## config.mk

```make
export PLATFORM = sky130hd
export DESIGN_NAME = acof_output_framer
export DESIGN_NICKNAME = d
export VERILOG_FILES = /design/src/rtl/acof_output_framer.v /design/src/rtl/acof_port_lane.v
export VERILOG_INCLUDE_DIRS = /design/src /design/src/common
export SDC_FILE = /design/constraint.sdc
export NUM_CORES = 1
export LEC_CHECK = 0
export ABC_CLOCK_PERIOD_IN_PS = 5100
export BUFFER_PORTS_ARGS = -buffer_cell sky130_fd_sc_hd__buf_2
export CAP_MARGIN = 20
export CELL_PAD_IN_SITES_DETAIL_PLACEMENT = 1
export CELL_PAD_IN_SITES_GLOBAL_PLACEMENT = 1
export CORE_AREA = 2 2 252 130
export CTS_CLUSTER_SIZE = 24
export DETAILED_ROUTE_END_ITERATION = 7
export DIE_AREA = 0 0 254 132
export PLACE_DENSITY = 0.86
export SETUP_SLACK_MARGIN = 0.05
export SYNTH_ARGS = -nofsm -noshare
export SYNTH_HDL_FRONTEND = slang
export SYNTH_SLANG_ARGS = --single-unit
```

## constraint.sdc

```tcl
create_clock -name clk -period 5.1 [get_ports clk]
set_input_delay 0.255 -clock clk [delete_from_list [all_inputs] [get_ports clk]]
set_output_delay 0.255 -clock clk [all_outputs]
set_load 0.05 [all_outputs]
```

## src/common/acof_consts.vh

```
/*
 Constants for the cell output port framing block.
 Assumes inclusion by bare name from rtl files; definitions only.
*/
`ifndef ACOF_CONSTS_VH
`define ACOF_CONSTS_VH
// ----------------------------------------
// Geometry
// ----------------------------------------
`define ACOF_NPORTS 8
`define ACOF_NIB_W 4
`define ACOF_SEL_W 3
`define ACOF_CNT_W 7
// ----------------------------------------
// Cell layout in nibbles
// ----------------------------------------
`define ACOF_CELL_NIBS 7'h6C
`define ACOF_DUMMY_FIRST 7'h10
`define ACOF_DUMMY_LAST 7'h11
`define ACOF_CNT_ZERO 7'h00
`define ACOF_CNT_ONE 7'h01
// ----------------------------------------
// Port states
// ----------------------------------------
`define ACOF_ST_IDLE 2'h0
`define ACOF_ST_FRAME 2'h1
`define ACOF_ST_DATA 2'h2
`endif

```

## src/rtl/acof_output_framer.v

```verilog
/*
 Output side framing of a cell switching memory: eight nibble ports.
 Assumes cell data is presented per port with a valid/taken handshake on clk.
*/
// Summary of operation
// - Nibble data and frame launched on the rising edge of the port clock.
// - Every port clock is independent and synchronised separately.
// - A stopped port clock pauses the cell; it resumes without loss.
// - Frame goes high one port clock before the first nibble.
// - A sensed high frame reloads the nibble counter with the start address.
// - In cell bus mode frame lines one to seven become arbitration lines.
// - Eight four-bit data ports, bit three is the most significant.
// - Each nibble port is mapped to a chosen clock and frame.
// - Nibble ports may be grouped into wider ports sharing one clock.
// - Control outputs driven only with both pins and config bit low.
// - Add-byte affects only the input side; ignored by this block.
// - Strip-byte removes the dummy ninth byte before output.
// - Output enable pin high releases every output.
`timescale 1ns/1ps
`include "acof_consts.vh"
module acof_output_framer #(
    parameter NPORTS = `ACOF_NPORTS
) (
    clk,
    rst,
    out_port_clock,
    out_cell_start_in,
    out_cell_start_out,
    out_cell_start_oe,
    out_port_nibble,
    out_port_nibble_oe,
    port_map,
    start_byte_addr,
    cell_valid,
    cell_data,
    cell_taken,
    nib_addr,
    cell_bus_mode,
    cell_bus_arbitration_out,
    cell_bus_arbitration_in,
    cell_bus_arbitration_oe,
    output_enable_n,
    control_output_enable_n,
    control_enable_cfg,
    control_outputs_oe,
    add_dummy_byte,
    strip_dummy_byte
);
    input wire clk;
    input wire rst;
    input wire [NPORTS-1:0] out_port_clock;
    input wire [NPORTS-1:0] out_cell_start_in;
    output reg [NPORTS-1:0] out_cell_start_out;
    output reg [NPORTS-1:0] out_cell_start_oe;
    output reg [NPORTS*`ACOF_NIB_W-1:0] out_port_nibble;
    output reg [NPORTS-1:0] out_port_nibble_oe;
    input wire [NPORTS*`ACOF_SEL_W-1:0] port_map;
    input wire [`ACOF_CNT_W-1:0] start_byte_addr;
    input wire [NPORTS-1:0] cell_valid;
    input wire [NPORTS*`ACOF_NIB_W-1:0] cell_data;
    output reg [NPORTS-1:0] cell_taken;
    output reg [NPORTS*`ACOF_CNT_W-1:0] nib_addr;
    input wire cell_bus_mode;
    input wire [NPORTS-1:1] cell_bus_arbitration_out;
    output reg [NPORTS-1:1] cell_bus_arbitration_in;
    output reg [NPORTS-1:1] cell_bus_arbitration_oe;
    input wire output_enable_n;
    input wire control_output_enable_n;
    input wire control_enable_cfg;
    output reg control_outputs_oe;
    input wire add_dummy_byte;
    input wire strip_dummy_byte;

    reg [1:0] oe_n_q;
    reg [1:0] ctl_n_q;
    reg [1:0] strip_q;
    reg [1:0] cbm_q;
    reg [NPORTS-1:0] lead;
    reg [NPORTS*`ACOF_SEL_W-1:0] map_q;
    wire [NPORTS*`ACOF_NIB_W-1:0] lane_nib;
    wire [NPORTS-1:0] lane_frm;
    wire [NPORTS-1:0] lane_frm_oe;
    wire [NPORTS-1:0] lane_taken;
    wire [NPORTS*`ACOF_CNT_W-1:0] lane_addr;
    wire [NPORTS-1:0] lane_frame_in;
    reg [NPORTS*`ACOF_NIB_W-1:0] mapped_nib;
    wire outs_on;
    integer i;
    integer j;
    genvar g;

    // ----------------------------------------
    // Static pin synchronisers
    // ----------------------------------------
    // Add-byte acts on the input side only, so it is left unread here
    always @(posedge clk) begin
        if (rst) begin
            oe_n_q <= 2'h3;
            ctl_n_q <= 2'h3;
            strip_q <= 2'h0;
            cbm_q <= 2'h0;
            map_q <= {NPORTS*`ACOF_SEL_W{1'b0}};
        end else begin
            oe_n_q <= {oe_n_q[0], output_enable_n};
            ctl_n_q <= {ctl_n_q[0], control_output_enable_n};
            strip_q <= {strip_q[0], strip_dummy_byte};
            cbm_q <= {cbm_q[0], cell_bus_mode};
            map_q <= port_map;
        end
    end
    assign outs_on = ~oe_n_q[1];

    // ----------------------------------------
    // Lead lanes: a nibble port mapped to its own clock runs a sequencer
    // ----------------------------------------
    // ----------------------------------------
    // Grouped ports copy the nibble of the lane they are mapped to
    // ----------------------------------------
    // Separate loop variable keeps the clocked loop free of a second driver
    always @* begin
        lead = {NPORTS{1'b0}};
        mapped_nib = {NPORTS*`ACOF_NIB_W{1'b0}};
        for (j = 0; j < NPORTS; j = j + 1) begin
            lead[j] = (map_q[j*`ACOF_SEL_W +: `ACOF_SEL_W] == j[`ACOF_SEL_W-1:0]);
            mapped_nib[j*`ACOF_NIB_W +: `ACOF_NIB_W] =
                lane_nib[map_q[j*`ACOF_SEL_W +: `ACOF_SEL_W]*`ACOF_NIB_W +: `ACOF_NIB_W];
        end
    end

    generate
        for (g = 0; g < NPORTS; g = g + 1) begin : lane
            // Frame lines one to seven in cell bus mode belong to arbitration, not framing
            if (g == 0) begin : f0
                assign lane_frame_in[g] = out_cell_start_in[g];
            end else begin : fn
                assign lane_frame_in[g] = out_cell_start_in[g] & ~cbm_q[1];
            end
            acof_port_lane u_lane (
                .clk(clk),
                .rst(rst),
                .link_clk(out_port_clock[g]),
                .frame_in(lane_frame_in[g]),
                .cell_valid(cell_valid[g]),
                .cell_nibble(cell_data[g*`ACOF_NIB_W +: `ACOF_NIB_W]),
                .strip_en(strip_q[1]),
                .start_addr(start_byte_addr),
                .nib_addr(lane_addr[g*`ACOF_CNT_W +: `ACOF_CNT_W]),
                .cell_taken(lane_taken[g]),
                .nibble_q(lane_nib[g*`ACOF_NIB_W +: `ACOF_NIB_W]),
                .frame_out_q(lane_frm[g]),
                .frame_oe_q(lane_frm_oe[g]),
                .link_rise()
            );
        end
    endgenerate

    // ----------------------------------------
    // Output registers and enables
    // ----------------------------------------
    // Grouped ports take the sequencer of their mapped lead, so one
    // cell source feeds a wider port; group members share its timing.
    always @(posedge clk) begin
        if (rst) begin
            out_cell_start_out <= {NPORTS{1'b0}};
            out_cell_start_oe <= {NPORTS{1'b0}};
            out_port_nibble <= {NPORTS*`ACOF_NIB_W{1'b0}};
            out_port_nibble_oe <= {NPORTS{1'b0}};
            cell_taken <= {NPORTS{1'b0}};
            nib_addr <= {NPORTS*`ACOF_CNT_W{1'b0}};
            cell_bus_arbitration_in <= {(NPORTS-1){1'b0}};
            cell_bus_arbitration_oe <= {(NPORTS-1){1'b0}};
            control_outputs_oe <= 1'b0;
        end else begin
            for (i = 0; i < NPORTS; i = i + 1) begin
                out_port_nibble[i*`ACOF_NIB_W +: `ACOF_NIB_W] <=
                    mapped_nib[i*`ACOF_NIB_W +: `ACOF_NIB_W];
                out_port_nibble_oe[i] <= outs_on;
                cell_taken[i] <= lane_taken[i] & lead[i];
                nib_addr[i*`ACOF_CNT_W +: `ACOF_CNT_W] <= lane_addr[i*`ACOF_CNT_W +: `ACOF_CNT_W];
                if (i != 0 && cbm_q[1]) begin
                    out_cell_start_out[i] <= cell_bus_arbitration_out[i];
                    out_cell_start_oe[i] <= outs_on & cell_bus_arbitration_out[i];
                end else begin
                    out_cell_start_out[i] <= lane_frm[i];
                    out_cell_start_oe[i] <= outs_on & lane_frm_oe[i] & lead[i];
                end
            end
            cell_bus_arbitration_in <= out_cell_start_in[NPORTS-1:1];
            cell_bus_arbitration_oe <= out_cell_start_oe[NPORTS-1:1];
            control_outputs_oe <= outs_on & ~ctl_n_q[1] & ~control_enable_cfg;
        end
    end
endmodule // acof_output_framer

```

## src/rtl/acof_port_lane.v

```verilog
/*
 One output lane: synchronises its link clock, frames and shifts out a cell.
 Assumes the cell source holds cell_nibble stable for the addressed nibble.
*/
`timescale 1ns/1ps
`include "acof_consts.vh"
module acof_port_lane (
    clk,
    rst,
    link_clk,
    frame_in,
    cell_valid,
    cell_nibble,
    strip_en,
    start_addr,
    nib_addr,
    cell_taken,
    nibble_q,
    frame_out_q,
    frame_oe_q,
    link_rise
);
    input wire clk;
    input wire rst;
    input wire link_clk;
    input wire frame_in;
    input wire cell_valid;
    input wire [`ACOF_NIB_W-1:0] cell_nibble;
    input wire strip_en;
    input wire [`ACOF_CNT_W-1:0] start_addr;
    output wire [`ACOF_CNT_W-1:0] nib_addr;
    output reg cell_taken;
    output reg [`ACOF_NIB_W-1:0] nibble_q;
    output reg frame_out_q;
    output reg frame_oe_q;
    output wire link_rise;

    reg [2:0] lclk_q;
    reg [1:0] frm_q;
    reg [1:0] st_q;
    reg [`ACOF_CNT_W-1:0] cnt_q;
    wire frame_seen;
    wire [`ACOF_CNT_W-1:0] cnt_inc;

    // ----------------------------------------
    // Synchronisers and edge finding
    // ----------------------------------------
    always @(posedge clk) begin
        if (rst) begin
            lclk_q <= 3'h0;
            frm_q <= 2'h0;
        end else begin
            lclk_q <= {lclk_q[1:0], link_clk};
            frm_q <= {frm_q[0], frame_in};
        end
    end
    assign link_rise = lclk_q[1] & ~lclk_q[2];
    // Own drive is excluded so only another device realigns us
    assign frame_seen = frm_q[1] & ~frame_oe_q;
    assign nib_addr = cnt_q;
    // Skip the dummy byte ahead of time so every link edge still emits a nibble
    assign cnt_inc = (strip_en && (cnt_q + `ACOF_CNT_ONE == `ACOF_DUMMY_FIRST)) ?
                     (`ACOF_DUMMY_LAST + `ACOF_CNT_ONE) : (cnt_q + `ACOF_CNT_ONE);

    // ----------------------------------------
    // Cell sequencer, advanced only on link edges
    // ----------------------------------------
    always @(posedge clk) begin
        if (rst) begin
            st_q <= `ACOF_ST_IDLE;
            cnt_q <= `ACOF_CNT_ZERO;
            cell_taken <= 1'b0;
            nibble_q <= 4'h0;
            frame_out_q <= 1'b0;
            frame_oe_q <= 1'b0;
        end else begin
            cell_taken <= 1'b0;
            if (link_rise) begin
                case (st_q)
                `ACOF_ST_IDLE: begin
                    nibble_q <= 4'h0;
                    frame_out_q <= 1'b0;
                    frame_oe_q <= 1'b0;
                    if (frame_seen) begin
                        cnt_q <= start_addr;
                    end else if (cell_valid) begin
                        frame_out_q <= 1'b1;
                        frame_oe_q <= 1'b1;
                        cnt_q <= start_addr;
                        st_q <= `ACOF_ST_FRAME;
                    end
                end
                `ACOF_ST_FRAME, `ACOF_ST_DATA: begin
                    frame_out_q <= 1'b0;
                    frame_oe_q <= 1'b0;
                    st_q <= `ACOF_ST_DATA;
                    if (frame_seen) begin
                        cnt_q <= start_addr;
                    end else begin
                        nibble_q <= cell_nibble;
                        if (cnt_q == `ACOF_CELL_NIBS - `ACOF_CNT_ONE) begin
                            cnt_q <= `ACOF_CNT_ZERO;
                            cell_taken <= 1'b1;
                            st_q <= `ACOF_ST_IDLE;
                        end else begin
                            cnt_q <= cnt_inc;
                        end
                    end
                end
                default: begin
                    st_q <= `ACOF_ST_IDLE;
                end
                endcase
            end
        end
    end
endmodule // acof_port_lane

```

After elaboration in Yosys (flattened, before gate mapping)
Cells that the tools add are included.
{"block": "word_totals", "regBits": 320, "inputBits": 102, "output_inout_bits": 135}
{"block": "op_classes", "n_addsub": 8, "n_eq_ne": 71, "shifts": 8, "muxes": 150, "n_bitwise": 92, "n_reduce_logical": 73}
{"op": "2-to-1 mux 7 bit", "n": 40}
{"op": "indexed part select 32 x 6 -> 4 bit", "n": 8}
{"op": "one-hot mux 7 bit (2 select lines)", "n": 8}
{"op": "AND reduction 3 bit", "n": 24}
{"op": "2-to-1 mux 2 bit", "n": 32}
{"op": "one-hot mux 4 bit (2 select lines)", "n": 8}
{"op": "adder 7 x 1 -> 7 bit (second input constant)", "n": 8}
{"op": "AND 1 bit", "n": 56}
{"op": "equality test 7 x 5 -> 1 bit (second input constant)", "n": 8}
{"op": "equality test 7 bit (second input constant)", "n": 8}
{"op": "inequality test 2 bit (second input constant)", "n": 24}
{"op": "2-to-1 mux 1 bit", "n": 38}
{"op": "NOT 1 bit", "n": 36}
{"op": "2-to-1 mux 4 bit", "n": 8}
{"op": "one-hot mux 2 bit (2 select lines)", "n": 8}
{"op": "OR reduction 4 bit", "n": 8}
{"op": "inequality test 3 x 2 -> 1 bit (second input constant)", "n": 8}
{"op": "equality test 2 x 1 -> 1 bit (second input constant)", "n": 8}
{"op": "equality test 2 bit (second input constant)", "n": 8}
{"op": "logical NOT 2 bit", "n": 8}
{"op": "one-hot mux 1 bit (2 select lines)", "n": 8}
{"op": "AND reduction 2 bit", "n": 8}
{"op": "nonzero test 2 bit", "n": 8}
{"op": "OR reduction 2 bit", "n": 8}
{"op": "other kinds (5)", "n": 16}

Longest topological paths before layout
Gate-level depths: netlist of run 1.
{"block": "depth", "word_depth": 7, "mapped_depth": 8, "ltp_nobuf": 6}

Cells and area by module
Synthesis of run 1 repeated with hierarchy kept, for this count alone.
{"block": "unflattened", "cells_unflattened": 1611, "hier_area_um2": 15217.1}
{"module": "acof_output_framer", "n_inst": 1, "cells_per_inst": 519, "area_per_inst_um2": 6418.7, "seq_area_each_um2": 3203.1}
{"module": "acof_port_lane at lane[0].u_lane ...", "n_inst": 4, "cells_per_inst": 137, "area_per_inst_um2": 1103.6, "seq_area_each_um2": 400.4}
{"module": "acof_port_lane at lane[5].u_lane ...", "n_inst": 3, "cells_per_inst": 136, "area_per_inst_um2": 1094.8, "seq_area_each_um2": 400.4}
{"module": "acof_port_lane at lane[4].u_lane", "n_inst": 1, "cells_per_inst": 136, "area_per_inst_um2": 1099.8, "seq_area_each_um2": 400.4}

Least setup slack after synthesis of run 1
OpenSTA, ideal clock, no wires.
{"block": "synth_timing", "path_type": "reg2reg", "start": "register lane[5].u_lane.cnt_q[0]", "end": "register lane[5].u_lane.cnt_q[1]", "arrival_time_ns": 1.822, "required_ns": 5.005, "path_slack_ns": 3.183, "path_stages_with_launch": 7, "period_less_slack_ns": 1.917, "cell_sequence": "dfxtp_1 > ha_1 > nand3_2 > xnor2_2 > or3b_1 > or3_1 > a221oi_1"}
{"block": "synth_between", "elab_chain_cells": 7, "word_cells_on_any_way": 8, "classes_between": "add/sub: 1; eq/ne: 2; mux: 4; reduce/logical: 1"}
{"item": "start: declaration", "line_no": "acof_port_lane.v:41", "source": "reg [`ACOF_CNT_W-1:0] cnt_q;"}
{"item": "start signal: assignment", "line_no": "acof_port_lane.v:71", "source": "cnt_q <= `ACOF_CNT_ZERO;"}
{"item": "start signal: assignment", "line_no": "acof_port_lane.v:85", "source": "cnt_q <= start_addr;"}
{"item": "start signal: assignment", "line_no": "acof_port_lane.v:89", "source": "cnt_q <= start_addr;"}
{"item": "adder 7 x 1 -> 7 bit (no line)"}
{"item": "equality test 7 x 5 -> 1 bit (no line)"}
{"item": "logical AND 1 bit", "line_no": "acof_port_lane.v:62", "source": "assign cnt_inc = (strip_en && (cnt_q + `ACOF_CNT_ONE == `ACOF_DUMMY_FIRST)) ?"}
{"item": "2-to-1 mux 7 bit", "line_no": "acof_port_lane.v:62"}
{"item": "2-to-1 mux 7 bit (*)", "line_no": "acof_port_lane.v:101", "source": "if (cnt_q == `ACOF_CELL_NIBS - `ACOF_CNT_ONE) begin"}
{"item": "2-to-1 mux 7 bit (*)", "line_no": "acof_port_lane.v:97", "source": "if (frame_seen) begin"}
{"item": "one-hot mux 7 bit (2 select lines) (*)", "line_no": "acof_port_lane.v:79", "source": "case (st_q)"}
Every way passes the cells marked *; elsewhere a longest branch is shown, timed or not.
A chain may end at the register's enable or synchronous reset.

Worst setup path after layout of run 1
{"block": "layout_timing", "start": "register lane[4].u_lane.st_q[1]", "end": "register lane[4].u_lane.nibble_q[0]"}
{"block": "layout_between", "elab_chain_cells": 4, "word_cells_on_any_way": 8, "classes_between": "eq/ne: 3; mux: 1; reduce/logical: 4"}
{"item": "start: declaration", "line_no": "acof_port_lane.v:40", "source": "reg [1:0] st_q;"}
{"item": "start signal: assignment", "line_no": "acof_port_lane.v:70", "source": "st_q <= `ACOF_ST_IDLE;"}
{"item": "start signal: assignment", "line_no": "acof_port_lane.v:90", "source": "st_q <= `ACOF_ST_FRAME;"}
{"item": "start signal: assignment", "line_no": "acof_port_lane.v:96", "source": "st_q <= `ACOF_ST_DATA;"}
{"item": "equality test 2 x 1 -> 1 bit or equality test 2 bit (tied branches)", "line_no": "acof_port_lane.v:79"}
{"item": "OR reduction 2 bit", "line_no": "acof_port_lane.v:79"}
{"item": "inequality test 2 bit (no line) or nonzero test 2 bit (tied branches)"}
{"item": "AND reduction 3 bit (no line)"}
{"item": "end signal: assignment", "line_no": "acof_port_lane.v:100", "source": "nibble_q <= cell_nibble;"}
{"item": "end: declaration", "line_no": "acof_port_lane.v:33", "source": "output reg [`ACOF_NIB_W-1:0] nibble_q;"}
Several ways; a longest one is shown, not always the timed one.

==> results of run 1 <==
==> metal layers <==
| layer | part of all wire, % | global-route usage (%) | wire length (um) |
|---|---|---|---|
| met3 | 8.6 | 6.44 | 4020 |
| met1 | 43 | 37.3 | 20100 |
| met2 | 46 | 44.1 | 21600 |
| met4 | 2.3 | 7.12 | 1100 |
| met5 | 0 | 0 | 0 |
==> state kept, by name, indices dropped and copies added (netlist names) <==
name and count:
out_port_nibble 32, lane.u_lane.cell_taken 8, lane.u_lane.frame_out_q 6, out_cell_start_oe 8, lane.u_lane.nibble_q 32, lane.u_lane.nib_addr 56
out_cell_start_out 8, ctl_n_q 2, out_port_nibble_oe 1, lane.u_lane.frm_q 16, cell_bus_arbitration_in 7, lane.u_lane.lclk_q 24
lane.u_lane.st_q 16, nib_addr 56, cell_taken 8, strip_q 2, cell_bus_arbitration_oe 7, oe_n_q 2
map_q 24, cbm_q 2, control_outputs_oe 1, lane.u_lane.frame_oe_q 2
==> worst register-to-register path: stages (launching register included) <==
cell and delay, ns:
dfxtp_1 0.39, inv_1 0.06, ha_1 0.48, nand2_1 0.36
a21oi_1 0.61, mux2i_1 0.26, nor2_1 0.07
==> synth_stat cells (15+ instances only) <==
| library cell | count |
|---|---|
| a211oi_1 | 15 |
| a21oi_1 | 60 |
| a221oi_1 | 27 |
| and2_1 | 40 |
| clkbuf_1 | 69 |
| dfxtp_1 | 320 |
| ha_1 | 32 |
| inv_1 | 27 |
| mux2i_1 | 71 |
| mux4_2 | 64 |
| nand2_1 | 66 |
| nand2b_1 | 38 |
| nand3_1 | 29 |
| nor2_1 | 183 |
| nor2b_1 | 140 |
| nor3_1 | 68 |
| o21ai_0 | 17 |
| xnor2_1 | 18 |
| xor2_1 | 15 |
==> kinds of logic (layout without fill, tap and decap cells) <==
family | after synthesis | count (layout) | share of synthesized area [%]
simple gates | 632 | 632 | 23.0
flops | 320 | 320 | 44.3
compound gates | 171 | 171 | 8.45
mux | 140 | 140 | 15.3
buf+inv | 128 | 369 | 3.75
xor+xnor | 37 | 37 | 2.45
fa+ha+maj | 32 | 32 | 2.77
other cells | 0 | 2 | 0
==> through the flow <==
step	instances	power (mW)	utilization [%]
after floorplan	1460	2.96	-
after global placement	2028	3.08	50.5
after detailed placement	2028	3.10	50.5
after CTS	2132	5.46	55.4
after global routing	2134	5.63	55.5
final	2135	5.45	55.5
==> power by group <==
part | internal, mW | leakage, nW | switching [mW]
clock network | 1.35 | 0.487 | 1.02
registers | 2.56 | 2.60 | 0.0881
logic | 0.179 | 3.79 | 0.256
total | 4.09 | 6.88 | 1.36
==> path summary, 6_finish.rpt <==
check / startpoint / end / slack, ns / cells past startpoint
worst min-delay path: cell_bus_arbitration_out[6] / out_cell_start_oe[6] / 0.03 / 3
worst min register to register: ctl_n_q[1] / control_outputs_oe / 0.40 / 1
worst max-delay path: lane[4].u_lane.st_q[1] / lane[4].u_lane.nibble_q[0] / 2.70 / 6
worst max register to register: lane[4].u_lane.st_q[1] / lane[4].u_lane.nibble_q[0] / 2.70 / 6
==> layout make-up <==
cell class / count / share of cell area (%)
multi-input cells: 1012 / 43.4
flip-flops and latches: 320 / 37.0
repair buffers: 289 / 10.0
clock buffers: 41 / 4.85
well taps: 432 / 3.12
clock inverters: 12 / 1.00
inverters: 27 / 0.585
diodes: 2 / 0.0289
==> qor.csv, run 1 <==
stage;metric;value;unit
finish;design area;0.0173;mm2
yosys;top cells by area, synth;dfxtp_1 44%, mux4_2 10%, nor2b_1 6.1%;
yosys;syn avg cell area;9.91;um2
sta;Max Fclk;417;MHz
finish;commonest non-fill, non-tap cell in the layout;dfxtp_1;
cts;Longest Clk Path Bufs;3;
sta;Worst Tran Pin Value;0.990;ns
yosys;Synth cell types;53;
sta;Layout Skew;0.0289;ns
die;# rows;46;
sta;Setup violations, final;0;
cts;hold_buf cts;51;
place;pre-CTS setup slack;2.77;ns
routing;routed length per instance;22.0;um
critical_path;Setup CP Type;reg -> reg;
finish;layout cells sized above 1;22.3;%
hold_path;hold crit path type;in -> reg;
die;DIE HEIGHT;132;um
sta;Slew HR;34.0;%
sta;part of the cycle the worst path needs;47.0;%
routing;drt drc;0;
sta;fin worst setup slack;2.70;ns
routing;vias per cell;5.68;
place;routability cong.;0.918;
yosys;area leader, netlist;dfxtp_1;
critical_path;Critical Path Slowest Stage Cell;a21oi_1;
critical_path;Critical Path Fanout Max;12;
finish;Fillers;3521;
cts;Worst-Skew Late Latency;0.58;ns
sta;Final Hold Fails;0;
cts;postcts setup bufs;0;
power_and_ir_drop;Leak;6.88;nW
die;Initial Util;46.4;%
sta;minimum hold slack;0.0326;ns
global_route;initial antenna violation count;3;
sta;RSZ-0062 raised after global routing;false;
cts;CTS resizes;0;
critical_path;CP Capture Type;flop;
critical_path;crit path DAT;2.82;ns
routing;Vias;12100;
routing;drt first pass iters;5;
finish;area grow syn2layout;19.8;%
finish;sequential cell area;0.00641;mm2
routing;1st-iter DRT viols;1031;
cts;CTS Buf Count;29;
sta;post-route setup TNS;0;ns
cts;CTS root buffer;clkbuf_16;
cts;Sink Count;320;
yosys;Post-synth EDFFs;0;
die;Die W;254;um
critical_path;Worst Path Required;5.52;ns
place;placed cell area;0.0158;mm2
global_route;largest net degree at the start of global routing;155;
place;HPWL after DPL;32100;um
die;core area;0.0312;mm2
critical_path;Buf/Inv on CP;1;
die;area of the die;0.0335;mm2
run;Max-Cap Viols;0;
yosys;top cell type's share of synthesized area;44.3;%
run_status;status;finished, final reports clean;
global_route;GRT Overall Usage;27.5;%
critical_path;crit-path cells;inv_1 -> ha_1 -> nand2_1 -> a21oi_1 -> mux2i_1 -> nor2_1;
critical_path;Top delay family on crit path;compound AO/OA/AOI/OAI gates;
power_and_ir_drop;VDD IR-drop max;0.235;mV
global_route;vias in the first global route;12500;
routing;antenna-violating nets left;0;
yosys;Post-synth top flop;dfxtp_1;
die;I/O Pins;237;
yosys;Yosys Warn Count;0;
critical_path;Startpoint Class;flop;
sta;max-slew violation count;0;
yosys;Seq cells post-synth;320;
sta;crit path time final;2.40;ns
critical_path;crit-path max cell delay;0.61;ns
yosys;Async SR Flop Fraction;0;%
yosys;sequential-to-total area share from yosys stat;44.3;%
global_route;GRT overflow;0;
yosys;cell count after synthesis;1460;
global_route;global-route wire length before repair;72200;um
routing;Post-Route WL;46900;um
place;IO buf count;235;
cts;CTS tree;done;
yosys;syn_nets;1594;
yosys;cell area after synthesis;0.0145;mm2
finish;nets@finish;1813;
cts;clk slew on worst S/H paths;0.08;ns
finish;multi-input combinational cell area;0.00752;mm2
power_and_ir_drop;Power Density;315;mW/mm2
finish;commonest cells after routing, fill and taps aside;320 x dfxtp_1, 234 x buf_2, 183 x nor2_1;
cts;H-tree levels;1;
No activity file was read; power rests on OpenSTA's default activity.
==> inputs of run 2 (changes only) <==
Settings changed: ABC_CLOCK_PERIOD_IN_PS 5100 to 2350, CORE_AREA 2 2 252 130 to 2 2 260 134, DIE_AREA 0 0 254 132 to 0 0 262 136, PLACE_DENSITY 0.86 to 0.82.
Clock period 5.1 ns to 2.35 ns, I/O delays scaled along.
==> qor.csv, run 2 (synthesis results as in run 1) <==
stage;metric;value;unit
die;Initial Util;43.0;%
critical_path;r2r worst-path depth;6;
critical_path;Startpoint Class;flop;
power_and_ir_drop;Sw Pwr;3.02;mW
place;placed cell area;0.0160;mm2
power_and_ir_drop;P_int;8.95;mW
finish;area grow syn2layout;24.6;%
finish;Fillers;3744;
power_and_ir_drop;Power Total;12.0;mW
die;Die W;262;um
routing;drt drc;0;
power_and_ir_drop;Sequential Power Share;48.0;%
critical_path;CP Capture Type;flop;
die;# rows;48;
critical_path;R2R Path End;lane[6].u_lane.nib_addr[1];
routing;Vias;12700;
power_and_ir_drop;Power Density;664;mW/mm2
sta;Max Fclk;466;MHz
cts;CTS tree;done;
finish;commonest non-fill, non-tap cell in the layout;dfxtp_1;
die;core area;0.0336;mm2
critical_path;Setup CP Type;reg -> reg;
finish;layout cells sized above 1;23.1;%
place;HPWL after DPL;32700;um
place;IO buf count;235;
die;area of the die;0.0356;mm2
routing;vias per cell;5.69;
sta;Final Hold Fails;0;
routing;drt first pass iters;5;
hold_path;hold path cells;3;
finish;commonest cells after routing, fill and taps aside;320 x dfxtp_1, 234 x buf_2, 183 x nor2_1;
power_and_ir_drop;Leak;7.21;nW
die;I/O Pins;237;
routing;1st-iter DRT viols;1188;
sta;RSZ-0062 raised after global routing;true;
global_route;GRT Overall Usage;27.1;%
global_route;GRT overflow;0;
routing;routed length per instance;22.3;um
cts;Worst-Skew Late Latency;0.60;ns
cts;Sink Count;320;
power_and_ir_drop;combinational power share;8.7;%
cts;clk slew on worst S/H paths;0.07;ns
hold_path;Worst Hold Path EP;lane[4].u_lane.nib_addr[3];
place;routability cong.;0.928;
sta;max-slew violation count;0;
power_and_ir_drop;switching power share of the total;25.2;%
routing;Post-Route WL;49600;um
cts;H-tree levels;1;
sta;post-route setup TNS;0;ns
sta;Worst Tran Pin Value;0.676;ns
hold_path;hold_sp;start_byte_addr[3];
sta;Slew HR;54.9;%
global_route;GRT met2 Usage;43.8;%
global_route;vias in the first global route;13000;
global_route;initial antenna violation count;4;
place;Placed Cells;2071;
run_status;status;finished, final reports clean;
cts;Longest Clk Path Bufs;3;
sta;Setup violations, final;0;
finish;Final Util;53.6;%
global_route;GRT met3 Usage;6.73;%
power_and_ir_drop;VDD IR-drop max;0.484;mV
hold_path;hold crit path type;in -> reg;
sta;part of the cycle the worst path needs;91.3;%
cts;CTS root buffer;clkbuf_16;
sta;fin worst setup slack;0.204;ns
cts;CTS Buf Count;30;
critical_path;flop2flop setup slack;0.20;ns
finish;Layout Cells excl Fill;2226;
run;Max-Cap Viols;0;
critical_path;crit path DAT;2.61;ns
cts;postcts setup bufs;0;
global_route;GR Util met1;35.4;%
finish;nets@finish;1884;
sta;crit path time final;2.15;ns
sta;minimum hold slack;0.0662;ns
place;pre-CTS setup slack;0.173;ns
power_and_ir_drop;clock share of power;43.3;%
finish;Largest regs;lane.u_lane.nib_addr: 56 flops, nib_addr: 56 flops;
sta;Layout Skew;0.0415;ns
critical_path;Worst R2R Start;lane[6].u_lane.nib_addr[0];
die;DIE HEIGHT;136;um
global_route;largest net degree at the start of global routing;102;
finish;design area;0.0180;mm2
critical_path;Worst Path Required;2.81;ns
global_route;global-route wire length before repair;74300;um
global_route;layer with the highest usage;met2;
critical_path;Critical Path Fanout Max;7;
routing;antenna-violating nets left;0;
run 2: worst max-delay path by stage:
| stage | from | end | slack [ns] | cells past startpoint |
|---|---|---|---|---|
| after floorplan | lane[5].u_lane.nib_addr[0] | lane[5].u_lane.nib_addr[1] | 0.43 | 6 |
| after global placement | lane[2].u_lane.nib_addr[0] | lane[2].u_lane.nib_addr[1] | 0.27 | 6 |
| after detailed placement | lane[3].u_lane.nib_addr[0] | lane[3].u_lane.nib_addr[1] | 0.17 | 6 |
| after CTS | lane[6].u_lane.nib_addr[0] | lane[6].u_lane.nib_addr[1] | 0.16 | 6 |
| after global routing | lane[3].u_lane.nib_addr[1] | lane[3].u_lane.nib_addr[1] | 0.04 | 6 |
| final | lane[6].u_lane.nib_addr[0] | lane[6].u_lane.nib_addr[1] | 0.20 | 6 |
run 2: final cells by class:
cell class	count	area (um2)	share of cell area (%)
sequential	320	6410	35.5
antenna	4	10.0	0.0555
clock inverter	9	101	0.562
multi-input combinational	1012	7530	41.8
tap	450	563	3.12
timing repair buffer	359	2380	13.2
clock buffer	45	928	5.15
inverter	27	101	0.562
run 2: power groups by stage:
stage	logic, mW	clock network, mW	registers, mW
4_1_cts	1.02	5.21	5.74
3_5_place_dp	0.886	0	5.86
6_report	1.04	5.18	5.75
3_3_place_gp	0.862	0	5.85
5_1_grt	1.11	5.45	5.76
2_1_floorplan	0.567	0	5.86
run 2: repair_timing:
item                                   in CTS  in global routing
endpoints found under the hold margin     137                  0
setup endpoints to repair                   0                  4
hold buffers                               97                  0
gates resized for setup                     0                  5
run 2: worst max-delay path, cell delays in order, from the launching register on:
cell      delay (ns)
dfxtp_1         0.46
ha_2            0.31
nand3_2         0.12
xnor2_2         0.18
or3b_1          0.38
or3_1           0.36
a221oi_1        0.25
run 2: routing by layer:
layer / wire (um) / part of all wire, %
met1: 20600 / 42
met2: 23000 / 46
met3: 4440 / 8.9
met4: 1580 / 3.2
met5: 0 / 0
